===== src/hw/bod_pkg.sv =====
/*
 * Shared constants for the branch and operand decode unit: opcodes,
 * status word layout, reset values and the sequencer state type.
 * Assumes nothing of its surroundings beyond a SystemVerilog compiler.
 */
package bod_pkg;

    // Whole-byte opcodes of the control-flow instructions and the pointer load
    localparam logic [7:0] OP_LONG_JUMP    = 8'h02; // Long jump
    localparam logic [7:0] OP_LONG_SUBROUTINE_CALL   = 8'h12; // Long subroutine call
    localparam logic [7:0] OP_RET     = 8'h22; // Subroutine return
    localparam logic [7:0] OP_INTERRUPT_RETURN    = 8'h32; // Interrupt return
    localparam logic [7:0] OP_JZ      = 8'h60; // Branch if acc zero
    localparam logic [7:0] OP_JNZ     = 8'h70; // Branch if acc nonzero
    localparam logic [7:0] OP_JMPI    = 8'h73; // Jump to acc + pointer
    localparam logic [7:0] OP_SHORT_RELATIVE_JUMP    = 8'h80; // Short relative jump
    localparam logic [7:0] OP_MOVDP   = 8'h90; // Load pointer, 16-bit
    localparam logic [7:0] OP_CJ_AI   = 8'hb4; // Compare acc, immediate
    localparam logic [7:0] OP_CJ_AD   = 8'hb5; // Compare acc, direct
    localparam logic [7:0] OP_DJ_DIR  = 8'hd5; // Decrement direct, branch

    // Partial opcode fields (page forms carry target bits in 7:5)
    localparam logic [4:0] OP_PAGE_ABSOLUTE_JUMP_LO  = 5'h01; // Page jump, bits 4:0
    localparam logic [4:0] OP_PAGE_ABSOLUTE_CALL_LO = 5'h11; // Page call, bits 4:0
    localparam logic [6:0] OP_CJ_IND   = 7'h5b; // Compare indirect, 7:1
    localparam logic [4:0] OP_CJ_REG   = 5'h17; // Compare register, 7:3
    localparam logic [4:0] OP_DJ_REG   = 5'h1b; // Decrement register, 7:3

    // Flag-updating arithmetic groups (high nibble), operand forms >= 4
    localparam logic [3:0] NIB_ADD    = 4'h2;
    localparam logic [3:0] NIB_ADDC   = 4'h3;
    localparam logic [3:0] NIB_SUBB   = 4'h9;
    localparam logic [3:0] NIB_OPND   = 4'h4; // First operand form
    localparam logic [2:0] NIB_TWO_B  = 3'h2; // Forms 4 and 5: two bytes

    // Status word location and bit positions
    localparam logic [7:0] PSW_ADDR   = 8'hd0;
    localparam int         PSW_CY     = 7;
    localparam int         PSW_AC     = 6;
    localparam int         PSW_RS1    = 4;
    localparam int         PSW_RS0    = 3;
    localparam int         PSW_OV     = 2;

    // Reset values
    localparam logic [7:0]  PSW_RST   = 8'h00;
    localparam logic [7:0]  SP_RST    = 8'h07;
    localparam logic [15:0] PC_RST    = 16'h0000;

    // Instruction sequencer, Gray along fetch -> execute -> stack
    typedef enum logic [2:0] {
        S_OP   = 3'b000, // Opcode fetch
        S_B2   = 3'b001, // Second byte fetch
        S_B3   = 3'b011, // Third byte fetch
        S_IND  = 3'b010, // Indirect pointer read
        S_EXEC = 3'b110, // Execute
        S_ST1  = 3'b111, // First stack / write-back step
        S_ST2  = 3'b101  // Second stack step
    } bod_state_type;

endpackage


===== src/hw/bod_add16.sv =====
/*
 * Sixteen-bit base plus eight-bit offset adder, signed or unsigned.
 * Assumes a purely combinational use inside the decode unit.
 */
`timescale 1ns/1ps

module bod_add16 #(
    parameter bit SIGNED_OFF = 1'b1 // Sign-extend the offset byte
) (
    input  wire logic [15:0] BASE,  // Base address
    input  wire logic [7:0]  OFF,   // Offset byte
    output wire logic [15:0] SUM    // Wrapped 16-bit sum
);

    // Extension bits: copies of the sign, or zero for unsigned use
    wire logic [7:0] ext_bits = SIGNED_OFF ? {8{OFF[7]}} : 8'h00;

    // Wraps modulo 64K like the program counter itself
    assign SUM = BASE + {ext_bits, OFF};

endmodule


===== src/hw/bod_core.sv =====
/*
 * Control-flow sequencer of an 8-bit CPU core: jumps, calls, returns,
 * conditional branches, operand address decode and the status word.
 * Assumes program memory and the data/SFR space answer combinationally
 * in the same cycle, all on CLK_SYS; the datapath supplies the
 * accumulator, pointer and arithmetic flag results.
 */
`timescale 1ns/1ps

// Summary of operation
// - Short jump: opcode plus signed offset
// - Long jump: two bytes give full address
// - Page jump swaps low eleven PC bits
// - Indexed jump loads pointer plus accumulator
// - Long call takes full sixteen-bit target
// - Page call stays in following 2K block
// - Call pushes return low first, SP+2
// - Return resumes after the calling instruction
// - Interrupt return also signals service done
// - Conditional branches use relative offsets only
// - Offset is signed, added only if taken
// - Zero branches test accumulator directly
// - Decrement operand, branch when result nonzero
// - Compare two bytes, branch when different
// - Unsigned compare sets carry when less
// - Status word writes change the flags
// - Arithmetic, compare and status word writes change flags
// - Register operand uses selected bank
// - Direct below 128 RAM, else SFR
// - Indirect uses R0 or R1 pointer
// - Immediate byte; pointer load takes sixteen
module bod_core
    import bod_pkg::*;
(
    input  wire logic        CLK_SYS,     // Core clock, 125 MHz
    input  wire logic        RST,         // Async reset, active high
    output wire logic [15:0] PM_ADDR,     // Program fetch address
    input  wire logic [7:0]  PM_DATA,     // Program byte at PM_ADDR
    input  wire logic [7:0]  ACC,         // Accumulator contents
    input  wire logic [15:0] DATA_POINTER_REGISTER,        // Data pointer register
    output wire logic [7:0]  DATA_ADDR,   // Data space address
    output wire logic        DATA_SFR,    // Address is in SFR space
    input  wire logic [7:0]  DATA_RDATA,  // Read data at DATA_ADDR
    output wire logic        DATA_WE,     // Write strobe
    output wire logic [7:0]  DATA_WDATA,  // Write data
    input  wire logic        ALU_CY,      // Arithmetic carry out
    input  wire logic        ALU_OV,      // Arithmetic overflow
    input  wire logic        ALU_AC,      // Arithmetic half carry
    input  wire logic        SFR_WE,      // Datapath SFR byte write
    input  wire logic [7:0]  SFR_WADDR,   // Its SFR address
    input  wire logic [7:0]  SFR_WDATA,   // Its data
    input  wire logic        BIT_WE,      // Datapath bit write
    input  wire logic [7:0]  BIT_WADDR,   // Its bit address
    input  wire logic        BIT_WDATA,   // Its bit value
    input  wire logic        IRQ_IN_SERVICE, // Interrupt in progress
    output wire logic        IRQ_DONE,    // Service finished pulse
    output wire logic        DATA_POINTER_REGISTER_WE,     // Pointer load pulse
    output wire logic [15:0] DATA_POINTER_REGISTER_WDATA,  // Pointer load value
    output wire logic [7:0]  PROGRAM_STATUS_WORD,         // Status word
    output wire logic [7:0]  SP           // Stack pointer
);

    // Sequencer and architectural state
    bod_state_type state_q, state_d;      // Sequencer state
    logic [15:0]   pc_q, pc_d;            // Program counter
    logic [7:0]    sp_q, sp_d;            // Stack pointer
    logic [7:0]    psw_q, psw_d;          // Status word
    logic [7:0]    op_q, op_d;            // Latched opcode
    logic [7:0]    b2_q, b2_d;            // Second instruction byte
    logic [7:0]    b3_q, b3_d;            // Third instruction byte
    logic [7:0]    ind_q, ind_d;          // Indirect pointer value
    logic [7:0]    wd_q, wd_d;            // Write data / pop scratch
    logic          irq_done_q, irq_done_d; // Service done pulse
    logic          dpw_q, dpw_d;          // Pointer load pulse
    logic [15:0]   dpd_q, dpd_d;          // Pointer load value

    // Opcode under decode: the fetched byte while fetching, else latched
    wire logic [7:0] cur_op = (state_q == S_OP) ? PM_DATA : op_q;

    // Instruction class decode
    wire logic is_page_absolute_jump  = cur_op[4:0] == OP_PAGE_ABSOLUTE_JUMP_LO;
    wire logic is_page_absolute_call = cur_op[4:0] == OP_PAGE_ABSOLUTE_CALL_LO;
    wire logic is_long_jump  = cur_op == OP_LONG_JUMP;
    wire logic is_long_subroutine_call = cur_op == OP_LONG_SUBROUTINE_CALL;
    wire logic is_interrupt_return  = cur_op == OP_INTERRUPT_RETURN;
    wire logic is_ret   = (cur_op == OP_RET) || is_interrupt_return;
    wire logic is_jz    = cur_op == OP_JZ;
    wire logic is_jnz   = cur_op == OP_JNZ;
    wire logic is_jmpi  = cur_op == OP_JMPI;
    wire logic is_short_relative_jump  = cur_op == OP_SHORT_RELATIVE_JUMP;
    wire logic is_movdp = cur_op == OP_MOVDP;
    wire logic is_cj_ai = cur_op == OP_CJ_AI;
    wire logic is_cj_ad = cur_op == OP_CJ_AD;
    wire logic is_cj_in = cur_op[7:1] == OP_CJ_IND;
    wire logic is_cj_rg = cur_op[7:3] == OP_CJ_REG;
    wire logic is_dj_d  = cur_op == OP_DJ_DIR;
    wire logic is_dj_rg = cur_op[7:3] == OP_DJ_REG;
    wire logic is_compare_and_branch  = is_cj_ai || is_cj_ad || is_cj_in || is_cj_rg;
    wire logic is_decrement_and_branch  = is_dj_d || is_dj_rg;
    wire logic is_call  = is_page_absolute_call || is_long_subroutine_call;

    // Of the arithmetic groups, only add, add-with-carry and subtract move the flags
    wire logic arith_grp = (cur_op[7:4] == NIB_ADD)
                        || (cur_op[7:4] == NIB_ADDC)
                        || (cur_op[7:4] == NIB_SUBB);
    wire logic is_arith  = arith_grp && (cur_op[3:0] >= NIB_OPND);

    // Instruction length; other opcodes are fetched as one byte
    wire logic len3 = is_long_jump || is_long_subroutine_call || is_compare_and_branch || is_dj_d
                   || is_movdp;
    wire logic len2 = is_page_absolute_jump || is_page_absolute_call || is_short_relative_jump || is_jz
                   || is_jnz || is_dj_rg
                   || (is_arith && cur_op[3:1] == NIB_TWO_B);

    // Register operand: bank bits from the status word, index from op
    wire logic [7:0] reg_addr = {3'b000, psw_q[PSW_RS1], psw_q[PSW_RS0],
                                 cur_op[2:0]};
    // Pointer register R0 or R1 of the active bank
    wire logic [7:0] ptr_addr = {3'b000, psw_q[PSW_RS1], psw_q[PSW_RS0],
                                 2'b00, cur_op[0]};

    // Operand location for compare and decrement forms
    wire logic       opnd_dir  = is_cj_ad || is_dj_d;
    wire logic [7:0] opnd_addr = opnd_dir ? b2_q
                               : is_cj_in ? ind_q : reg_addr;
    // Direct addresses with the top bit set reach the SFRs
    wire logic       opnd_sfr  = opnd_dir && b2_q[7];

    // Stack slot addresses
    wire logic [7:0] sp_inc1 = sp_q + 8'h01;
    wire logic [7:0] sp_inc2 = sp_q + 8'h02;
    wire logic [7:0] sp_dec1 = sp_q - 8'h01;
    wire logic [7:0] sp_dec2 = sp_q - 8'h02;

    // Data space address selection per sequencer step
    wire logic stk_push1 = (state_q == S_ST1) && is_call;
    wire logic stk_pop1  = (state_q == S_ST1) && is_ret;
    wire logic decrement_and_branch_wb   = (state_q == S_ST1) && is_decrement_and_branch;
    wire logic exec_ret  = (state_q == S_EXEC) && is_ret;
    assign DATA_ADDR = (state_q == S_IND) ? ptr_addr
                     : exec_ret           ? sp_q
                     : stk_pop1           ? sp_dec1
                     : stk_push1          ? sp_inc1
                     : (state_q == S_ST2) ? sp_inc2
                     : opnd_addr;
    // Indirect and stack accesses always stay in RAM
    assign DATA_SFR  = (state_q == S_EXEC || decrement_and_branch_wb) && !is_ret
                     && opnd_sfr;
    assign DATA_WE   = stk_push1 || decrement_and_branch_wb || (state_q == S_ST2);
    assign DATA_WDATA = wd_q;

    // The status word lives here, so its own address reads locally
    wire logic       psw_hit = DATA_SFR && (DATA_ADDR == PSW_ADDR);
    wire logic [7:0] rd      = psw_hit ? psw_q : DATA_RDATA;

    // Compare operands: accumulator forms, else the addressed byte
    wire logic       acc_first  = is_cj_ai || is_cj_ad;
    wire logic [7:0] cmp_first  = acc_first ? ACC : rd;
    wire logic [7:0] cmp_second = is_cj_ad ? rd : b2_q;
    wire logic       cmp_ne     = cmp_first != cmp_second;
    wire logic       cmp_lt     = cmp_first < cmp_second;

    // Offset byte: third byte for three-byte branches
    wire logic [7:0] rel_off = (is_compare_and_branch || is_dj_d) ? b3_q : b2_q;

    // Relative target from the already-advanced program counter
    wire logic [15:0] rel_tgt;
    bod_add16 #(
        .SIGNED_OFF (1'b1)
    ) u_rel (
        .BASE (pc_q),
        .OFF  (rel_off),
        .SUM  (rel_tgt)
    );

    // Case-jump target: pointer plus unsigned accumulator
    wire logic [15:0] acc_tgt;
    bod_add16 #(
        .SIGNED_OFF (1'b0)
    ) u_acc (
        .BASE (DATA_POINTER_REGISTER),
        .OFF  (ACC),
        .SUM  (acc_tgt)
    );

    // Absolute targets; the page form keeps the upper five PC bits
    wire logic [15:0] page_tgt = {pc_q[15:11], op_q[7:5], b2_q};
    wire logic [15:0] long_tgt = {b2_q, b3_q};

    // Branch decision for single-step conditional forms
    wire logic acc_zero = ACC == 8'h00;
    wire logic exec_tk  = is_short_relative_jump || (is_jz && acc_zero)
                       || (is_jnz && !acc_zero)
                       || (is_compare_and_branch && cmp_ne);

    // Next-state and datapath steering
    always_comb begin
        state_d    = state_q;
        pc_d       = pc_q;
        sp_d       = sp_q;
        op_d       = op_q;
        b2_d       = b2_q;
        b3_d       = b3_q;
        ind_d      = ind_q;
        wd_d       = wd_q;
        irq_done_d = 1'b0;
        dpw_d      = 1'b0;
        dpd_d      = dpd_q;
        case (state_q)
            S_OP: begin
                // Latch opcode and step past it
                op_d = PM_DATA;
                pc_d = pc_q + 16'h0001;
                if (len2 || len3) begin
                    state_d = S_B2;
                end else begin
                    state_d = S_EXEC;
                end
            end
            S_B2: begin
                b2_d = PM_DATA;
                pc_d = pc_q + 16'h0001;
                if (len3) begin
                    state_d = S_B3;
                end else begin
                    state_d = S_EXEC;
                end
            end
            S_B3: begin
                b3_d = PM_DATA;
                pc_d = pc_q + 16'h0001;
                // Indirect compare needs its pointer first
                if (is_cj_in) begin
                    state_d = S_IND;
                end else begin
                    state_d = S_EXEC;
                end
            end
            S_IND: begin
                ind_d   = rd;
                state_d = S_EXEC;
            end
            S_EXEC: begin
                state_d = S_OP;
                if (is_page_absolute_jump) begin
                    pc_d = page_tgt;
                end else if (is_long_jump) begin
                    pc_d = long_tgt;
                end else if (is_jmpi) begin
                    pc_d = acc_tgt;
                end else if (exec_tk) begin
                    pc_d = rel_tgt;
                end else if (is_call) begin
                    // Return address is the advanced PC, low byte first
                    wd_d    = pc_q[7:0];
                    state_d = S_ST1;
                end else if (is_ret) begin
                    // High return byte sits on top of the stack
                    wd_d    = rd;
                    state_d = S_ST1;
                end else if (is_decrement_and_branch) begin
                    wd_d    = rd - 8'h01;
                    state_d = S_ST1;
                end else if (is_movdp) begin
                    dpw_d = 1'b1;
                    dpd_d = long_tgt;
                end
            end
            S_ST1: begin
                state_d = S_OP;
                if (is_call) begin
                    wd_d    = pc_q[15:8];
                    state_d = S_ST2;
                end else if (is_ret) begin
                    pc_d       = {wd_q, rd};
                    sp_d       = sp_dec2;
                    irq_done_d = is_interrupt_return && IRQ_IN_SERVICE;
                end else if (wd_q != 8'h00) begin
                    pc_d = rel_tgt;
                end
            end
            S_ST2: begin
                sp_d    = sp_inc2;
                pc_d    = is_long_subroutine_call ? long_tgt : page_tgt;
                state_d = S_OP;
            end
            default: begin
                state_d = S_OP;
            end
        endcase
    end

    // Flag updates: instructions first, software writes override
    always_comb begin
        psw_d = psw_q;
        if (state_q == S_EXEC && is_arith) begin
            psw_d[PSW_CY] = ALU_CY;
            psw_d[PSW_OV] = ALU_OV;
            psw_d[PSW_AC] = ALU_AC;
        end
        if (state_q == S_EXEC && is_compare_and_branch) begin
            psw_d[PSW_CY] = cmp_lt;
        end
        // A decrement aimed at the status word lands here, not in RAM
        if (decrement_and_branch_wb && psw_hit) begin
            psw_d = wd_q;
        end
        if (BIT_WE && BIT_WADDR[7:3] == PSW_ADDR[7:3]) begin
            psw_d[BIT_WADDR[2:0]] = BIT_WDATA;
        end
        if (SFR_WE && SFR_WADDR == PSW_ADDR) begin
            psw_d = SFR_WDATA;
        end
    end

    // Sequencer and program counter registers
    always_ff @(posedge CLK_SYS or posedge RST) begin
        if (RST) begin
            state_q <= S_OP;
            pc_q    <= PC_RST;
            sp_q    <= SP_RST;
            psw_q   <= PSW_RST;
        end else begin
            state_q <= state_d;
            pc_q    <= pc_d;
            sp_q    <= sp_d;
            psw_q   <= psw_d;
        end
    end

    // Instruction bytes and scratch registers
    always_ff @(posedge CLK_SYS or posedge RST) begin
        if (RST) begin
            op_q  <= 8'h00;
            b2_q  <= 8'h00;
            b3_q  <= 8'h00;
            ind_q <= 8'h00;
            wd_q  <= 8'h00;
        end else begin
            op_q  <= op_d;
            b2_q  <= b2_d;
            b3_q  <= b3_d;
            ind_q <= ind_d;
            wd_q  <= wd_d;
        end
    end

    // One-cycle output pulses and the pointer load value
    always_ff @(posedge CLK_SYS or posedge RST) begin
        if (RST) begin
            irq_done_q <= 1'b0;
            dpw_q      <= 1'b0;
            dpd_q      <= 16'h0000;
        end else begin
            irq_done_q <= irq_done_d;
            dpw_q      <= dpw_d;
            dpd_q      <= dpd_d;
        end
    end

    assign PM_ADDR    = pc_q;
    assign IRQ_DONE   = irq_done_q;
    assign DATA_POINTER_REGISTER_WE    = dpw_q;
    assign DATA_POINTER_REGISTER_WDATA = dpd_q;
    assign PROGRAM_STATUS_WORD        = psw_q;
    assign SP         = sp_q;

    wire logic in_exec = state_q == S_EXEC;
    // Pop step of an interrupt return that owes the controller a pulse
    wire logic interrupt_return_pop = (state_q == S_ST1) && is_interrupt_return && IRQ_IN_SERVICE;
endmodule


===== config.mk =====
export PLATFORM = sky130hd
export DESIGN_NAME = bod_core
export DESIGN_NICKNAME = d
export VERILOG_FILES = /design/src/hw/bod_pkg.sv /design/src/hw/bod_add16.sv /design/src/hw/bod_core.sv
export SDC_FILE = /design/constraint.sdc
export NUM_CORES = 1
export LEC_CHECK = 0
export BUFFER_PORTS_ARGS = -buffer_cell sky130_fd_sc_hd__buf_2
export CORE_MARGIN = 4
export CORE_UTILIZATION = 55
export CTS_CLUSTER_DIAMETER = 60
export DETAILED_ROUTE_END_ITERATION = 10
export PLACE_DENSITY = 0.77
export SLEW_MARGIN = 20
export SYNTH_ARGS = -nofsm -noshare
export SYNTH_HDL_FRONTEND = slang
export SYNTH_SLANG_ARGS = --single-unit

===== constraint.sdc =====
create_clock -name CLK_SYS -period 12.9 [get_ports CLK_SYS]
set_clock_uncertainty 0.15 [all_clocks]
set_input_delay 1.29 -clock CLK_SYS [delete_from_list [all_inputs] [get_ports CLK_SYS]]
set_output_delay 1.29 -clock CLK_SYS [all_outputs]
set_load 0.05 [all_outputs]

==> results of run 1 <==
==> logic make-up after synthesis <==
kind of cell / synth area share (%)
xor+xnor: 4.74
simple gates: 20.6
compound gates: 24.0
other cells: 0.0446
fa+ha+maj: 5.68
buf+inv: 4.59
mux: 13.0
flops: 27.4
==> power by group through the flow <==
| stage | clock (W) | combinational, W | sequential (W) |
|---|---|---|---|
| 2_1_floorplan | 0 | 0.00103 | 0.000723 |
| 4_1_cts | 0.000270 | 0.00155 | 0.000656 |
| 3_5_place_dp | 0 | 0.00154 | 0.000660 |
| 3_3_place_gp | 0 | 0.00153 | 0.000661 |
| 5_1_grt | 0.000283 | 0.00171 | 0.000683 |
| 6_report | 0.000272 | 0.00158 | 0.000674 |
==> critical path, delay by kind of cell <==
family | cells | cell delay (ns)
multiplexers | 1 | 0.62
adder cells (fa/ha/maj) | 1 | 0.26
AO/OA/AOI/OAI | 10 | 3.02
buffers and inverters | 1 | 0.20
AND/OR/NAND/NOR | 7 | 1.33
==> layout make-up <==
cell class | instances | share of cell area [%]
multi-input combinational | 843 | 60.4
sequential | 92 | 24.3
timing repair buffer | 153 | 8.43
tap | 184 | 2.42
clock buffer | 9 | 2.37
inverter | 36 | 1.44
clock inverter | 7 | 0.711
==> layout by cell type, fill, tap and decap left out, types with 10 or more instances in the layout <==
cell type	n
a211oi_1	18
a21o_1	10
a21oi_1	76
a221oi_1	12
and2_1	10
and3_1	11
buf_2	139
buf_4	14
dfrtp_1	90
ha_1	35
inv_1	34
mux2_2	54
mux2i_1	44
nand2_1	104
nand3_1	34
nor2_1	81
nor2b_1	13
nor3_1	28
o21a_1	14
o21ai_0	91
xnor2_1	27
xor2_1	16
==> cell usage after synthesis, types with 7 or more instances <==
cell type	number	area share, %
nand3_1	34	2.0
nand2b_1	8	0.59
a31oi_1	8	0.59
nor2b_1	13	0.97
a221oi_1	12	1.2
xor2_1	16	1.7
nand2_1	104	4.6
and3_1	11	0.82
ha_1	35	5.2
inv_1	35	1.6
a21oi_1	77	4.6
nand4_1	8	0.59
xnor2_1	27	2.8
nor2_1	81	3.6
a21o_1	10	0.89
nor4_1	9	0.67
o21ai_0	91	5.4
mux2i_1	44	5.2
clkbuf_1	38	1.7
dfrtp_1	90	27
nor3_1	30	1.8
o21a_1	14	1.2
and2_1	10	0.74
o21bai_1	7	0.62
mux2_2	54	7.2
a211oi_1	18	1.6
buf_2	9	0.54
==> routing by layer <==
metal	wire [µm]	part of all wire (%)	up-vias
li1	-	-	4014
met1	12000	40	4186
met2	13300	44	563
met3	2910	9.7	137
met4	1670	5.6	0
met5	0	0	-
==> metrics by stage <==
stage,cell area (µm²),std cells,util (%)
after floorplan,8420,1025,-
after global placement,9210,1308,62.4
after detailed placement,9210,1308,62.4
after CTS,9500,1324,64.4
after global routing,9500,1324,64.4
final,9500,1324,64.4
==> final timing paths <==
kind,startpoint,endpoint,cells past startpoint
hold reg to reg,ind_q[0]$_DFFE_PP0P_,ind_q[0]$_DFFE_PP0P_,2
hold / removal,ind_q[0]$_DFFE_PP0P_,ind_q[0]$_DFFE_PP0P_,2
setup reg to reg,state_q[0]$_DFF_PP0_,PM_ADDR[15]$_DFFE_PP0P_,19
setup / recovery,PM_DATA[1],PM_ADDR[15]$_DFFE_PP0P_,20
min in group asynchronous,RST,PROGRAM_STATUS_WORD[2]$_DFF_PP0_,2
max in group asynchronous,RST,IRQ_DONE$_DFF_PP0_,3
==> sequential cells by signal, indices dropped and copies added, names as in the netlist <==
register	count
DATA_WDATA	8
SP	7
DATA_POINTER_REGISTER_WE	1
state_q	3
PROGRAM_STATUS_WORD	8
b2_q	8
b3_q	8
op_q	8
IRQ_DONE	1
PM_ADDR	16
ind_q	8
DATA_POINTER_REGISTER_WDATA	16
==> impl_metrics.toml, run 1 <==
[global_route]
grt_pass1_wl_mm = 46.4
grt.busiest_layer = "met2"
grt_antenna_before_repair = 0
use_met1_pct = 43.7
track_usage_pct = 33.4
grt_max_degree = 60
overflow = 0
grt_pass1_vias = 8461
gr-usage-met2_pct = 51.3
use_met3_pct = 7.61

[yosys]
synth_cell_type_count = 79
synth_ff_type = "dfrtp_1"
async_flop_share_pct = 100
synth_fp_nets = 1135
seq_area_frac_synth_pct = 27.4
synth_edf_count = 0
syn-instance-count = 1025
yosys_warnings = 0
ys_ff_latch = 92
syn_area_um2 = 8420
synth_area_per_cell_um2 = 8.21

[pwr]
power_frac_clock_pct = 10.8
power_w = 0.00252
p_switching_w = 0.00140
p_int_w = 0.00112
p_comb_share_pct = 62.5
sw_frac_of_total_pct = 55.7
power_density_nw_per_um2 = 265
pwr-share-seq_pct = 26.7
p_leak_nw = 4.36
vdd_drop_max_uv = 244

[routing]
detail-route-antenna-nets = 0
route.detailed.drc = 0
detail_route.wl_per_cell_um = 22.5
viasPerCell = 6.72
finalWirelength_mm = 29.8
drtIter0Drc = 1259
vias = 8900
dr.pass1.iters = 7

[die]
die_h_um = 132
fp.dieW_um = 132
die-area_um2 = 17300
initial_core_util_pct = 57.0
core_area_um2 = 14800
top_level_ports = 141
rows = 44

[sta]
relSlewSlack_pct = 33.3
hold-worst-slack_ns = 0.357
period_minus_slack_ns = 6.66
tightest_slew_ns = 0.994
drv_slew = 0
finalHoldViolations = 0
fin_crit_sh_pct = 51.6
timing.fmax_mhz = 150
finalSetupViolations = 0
setup_tns_ns = 0
rsz0062_at_grt = "false"
setup_slack_ns = 6.24

[cells_and_area]
drive_above_1_share_pct = 21.8
diodes = 0
multi_input_area_um2 = 5740
syn_to_final_growth_pct = 12.9
seqCellArea_um2 = 2300
fillers = 1319
finalNetCount = 1245

[clocking]
cts_tree = "yes"
clock_sinks = 92
cts_resized = 0
clkTransAtPathRegs_ns = 0.07
cts_setup_buffers = 0
cts_htree_levels = 3
cts.path.max_buffers = 2
cts_buffers = 9
cts-root-buf = "clkbuf_16"
clkLatencyLatePin_ns = 0.36
cts_hold_buf = 0

[outcome]
status = "complete, no violations"

[place]
gp_congestion = 0.996
place.detailed.hpwl_mm = 22.2
dpl_worst_slack_ns = 6.06
port_buffers = 139

[worst_setup_path]
cp_cell_sequence = "buf_2 > nor4b_1 > nand2_1 > o32ai_1 > nor2_1 > o21ai_0 > o2111ai_1 > a211o_1 > mux2i_1 > nand2_1 > o21ai_0 > ha_1 > nand4_1 > o21a_1 > a21oi_1 > a311oi_1 > nand2_1 > a221o_1 > o31ai_1 > nor2_1"
crit_required_ns = 12.99
cp-start-kind = "input port"
cpMostUsedCell = "nand2_1"
cp-end-kind = "register"
crit_type = "in2reg"
slowest_delay_ns = 0.79
cp_max_fo = 16
worst-r2r-setup-slack_ns = 6.25
worstPathArrival_ns = 6.75
cpMaxStageDelayCell = "a311oi_1"

[job]
maxCapViolations = 0

[worst_hold_path]
hold_class = "reg2reg"
No activity file was read; power rests on OpenSTA's default activity.
==> inputs of run 2 (changes only) <==
ABC_AREA = 1   (was unset)
CORE_UTILIZATION = 52   (was 55)
clock period = 5.6 ns   (was 12.9 ns; I/O delays follow)
==> impl_metrics.toml, run 2 <==
[global_route]
grt_pass1_wl_mm = 45.8
grt_antenna_before_repair = 0
grt_pass1_vias = 8378
track_usage_pct = 32.7
overflow = 0
grt_max_degree = 63

[sta]
setup_tns_ns = 0
rsz0062_at_grt = "false"
relSlewSlack_pct = 42.0
hold-worst-slack_ns = 0.0774
finalSetupViolations = 0
period_minus_slack_ns = 5.22
fin_crit_sh_pct = 93.2
timing.fmax_mhz = 192
drv_slew = 0
tightest_slew_ns = 0.867
finalHoldViolations = 0

[cells_and_area]
diodes = 0
fillers = 1480
syn_to_final_growth_pct = 15.6
most-common-layout-cells = "nand2_1 (273), inv_1 (151), o21ai_0 (144)"
finalNetCount = 1460
drive_above_1_share_pct = 18.9
final_common_cell = "nand2_1"

[yosys]
seq_area_frac_synth_pct = 28.1
async_flop_share_pct = 100
syn_area_um2 = 8210
synth-simple-area-share_pct = 29.8
synth_area_per_cell_um2 = 6.79
ys_ff_latch = 92
synth_top_family_by_area = "simple AND/OR/NAND/NOR gates"
yosysTopAreaCell = "dfrtp_1"
synth_cell_type_count = 56
synth-xor-area-share_pct = 3.95
synth.area.mux_share_pct = 0
synth_compound_area_share_pct = 22.9
synth_ff_type = "dfrtp_1"
syn-instance-count = 1210
synth_edf_count = 0
synth.most_common_cell = "nand2_1"
yosysTopAreaCellShare_pct = 27.4
ys_top_cells_by_count = "nand2_1 (274), inv_1 (153), o21ai_0 (145)"
synth_top_cells_by_area = "dfrtp_1 (27%), nand2_1 (13%), o21ai_0 (8.8%)"
synth_fp_nets = 1320
synth-adder-area-share_pct = 5.82
yosys_warnings = 0

[routing]
dr.pass1.iters = 5
drtIter0Drc = 1041
finalWirelength_mm = 30.2
viasPerCell = 5.86
vias = 9169
detail-route-antenna-nets = 0
detail_route.wl_per_cell_um = 19.3
route.detailed.drc = 0

[pwr]
p_switching_w = 0.00363
p_comb_share_pct = 68.5
power_density_nw_per_um2 = 647
power_w = 0.00614
vdd_drop_max_uv = 341
power_frac_clock_pct = 10.2
pwr-share-seq_pct = 21.3
p_int_w = 0.00251
p_leak_nw = 4.88
sw_frac_of_total_pct = 59.1

[worst_setup_path]
cpMaxStageDelayCell = "dfrtp_1"
slowest_delay_ns = 0.47
worstPathArrival_ns = 5.31
crit_type = "reg2reg"
cp-start-kind = "register"
cpMostUsedCell = "nand2_1"
crit_required_ns = 5.69
cp-end-kind = "register"
cp_max_fo = 20

[clocking]
clkLatencyLatePin_ns = 0.36
cts.path.max_buffers = 2
cts_hold_buf = 0
clock_sinks = 92
cts_tree = "yes"
cts_htree_levels = 3
cts-root-buf = "clkbuf_16"
cts_buffers = 9
clkTransAtPathRegs_ns = 0.07

[place]
place.detailed.hpwl_mm = 23.6
gp_congestion = 1.02
port_buffers = 139

[die]
die-area_um2 = 17900
initial_core_util_pct = 53.6
fp.dieW_um = 134
top_level_ports = 141
core_area_um2 = 15300
die_h_um = 134
rows = 45

[outcome]
status = "complete, no violations"

[job]
maxCapViolations = 0

[worst_hold_path]
hold_class = "in2async"
run 2: changes by cell type after synthesis, sizes merged, moves of 19 or more:
cell and delta:
inv +123, xnor2 -19, nand3 +32, nor2 +23
mux2 -57, o211ai +25, mux2i -44, o21ai +57
nand2 +204
run 2: critical path: cells and delay by family (launching register included):
kind,cells,cell delay (ns)
compound gates,8,1.10
fa+ha+maj,1,0.46
xor+xnor,1,0.20
buf+inv,6,0.90
flops,1,0.47
simple gates,13,1.83
run 2: per-layer routing:
metal  track usage (%)  vias up  part of all wire (%)
met3              7.78       78                    11
met4              10.7        0                   3.3
met2              49.7      565                    44
met1              45.9     4168                    41
li1                  -     4358                     -
met5                 0        -                     0
run 2: power groups by stage:
stage / clock network, W / registers, W / logic (W)
after floorplan: 0 / 0.00161 / 0.00247
after global routing: 0.000658 / 0.00132 / 0.00455
final: 0.000626 / 0.00131 / 0.00421
after global placement: 0 / 0.00128 / 0.00399
after CTS: 0.000631 / 0.00128 / 0.00405
after detailed placement: 0 / 0.00129 / 0.00402
run 2: cell families after synthesis:
group / count (synthesis)
and+or+nand+nor: 527
buffers and inverters: 193
AOI/OAI and AO/OA: 323
adders and majority gates: 37
xor gates and xnor gates: 37
DFF: 92
other: 1
run 2: path summary, 6_finish.rpt:
check / depth (start not counted) / endpoint / start / slack [ns]
worst max register to register: 29 / PM_ADDR[10]$_DFFE_PP0P_ / state_q[0]$_DFF_PP0_ / 0.38
worst min-delay path: 2 / SP[5]$_DFFE_PP0P_ / RST / 0.08
max in group asynchronous: 3 / op_q[5]$_DFF_PP0_ / RST / 4.02
min in group CLK_SYS: 3 / PROGRAM_STATUS_WORD[5]$_DFF_PP0_ / SFR_WDATA[5] / 0.25
worst min register to register: 2 / DATA_POINTER_REGISTER_WDATA[13]$_DFFE_PP0P_ / DATA_POINTER_REGISTER_WDATA[13]$_DFFE_PP0P_ / 0.33
worst max-delay path: 29 / PM_ADDR[10]$_DFFE_PP0P_ / state_q[0]$_DFF_PP0_ / 0.38
run 2: cell type report:
type | count | area, µm² | area share [%]
clock inverters | 7 | 76.3 | 0.804
clock buffers | 9 | 225 | 2.37
repair buffers | 159 | 858 | 9.04
inverters | 162 | 618 | 6.51
multi-input cells | 925 | 5140 | 54.1
flip-flops and latches | 92 | 2300 | 24.3
well taps | 211 | 264 | 2.78
repair inverters | 1 | 7.51 | 0.0791
run 2: repair_timing:
item	CTS	global route
gates resized for setup	0	7
hold endpoints to repair	0	0
setup buffers	0	2
endpoints found under the setup margin	0	15
run 2: stage by stage:
stage / cell area [µm²] / cells / worst slack [ns] / util (%)
2_1_floorplan: 8210 / 1210 / 1.06 / -
3_3_place_gp: 9150 / 1547 / 0.446 / 59.7
3_5_place_dp: 9150 / 1547 / 0.376 / 59.7
4_1_cts: 9450 / 1563 / 0.343 / 61.7
5_1_grt: 9500 / 1566 / 0.0262 / 62.0
6_report: 9500 / 1566 / 0.378 / 62.0
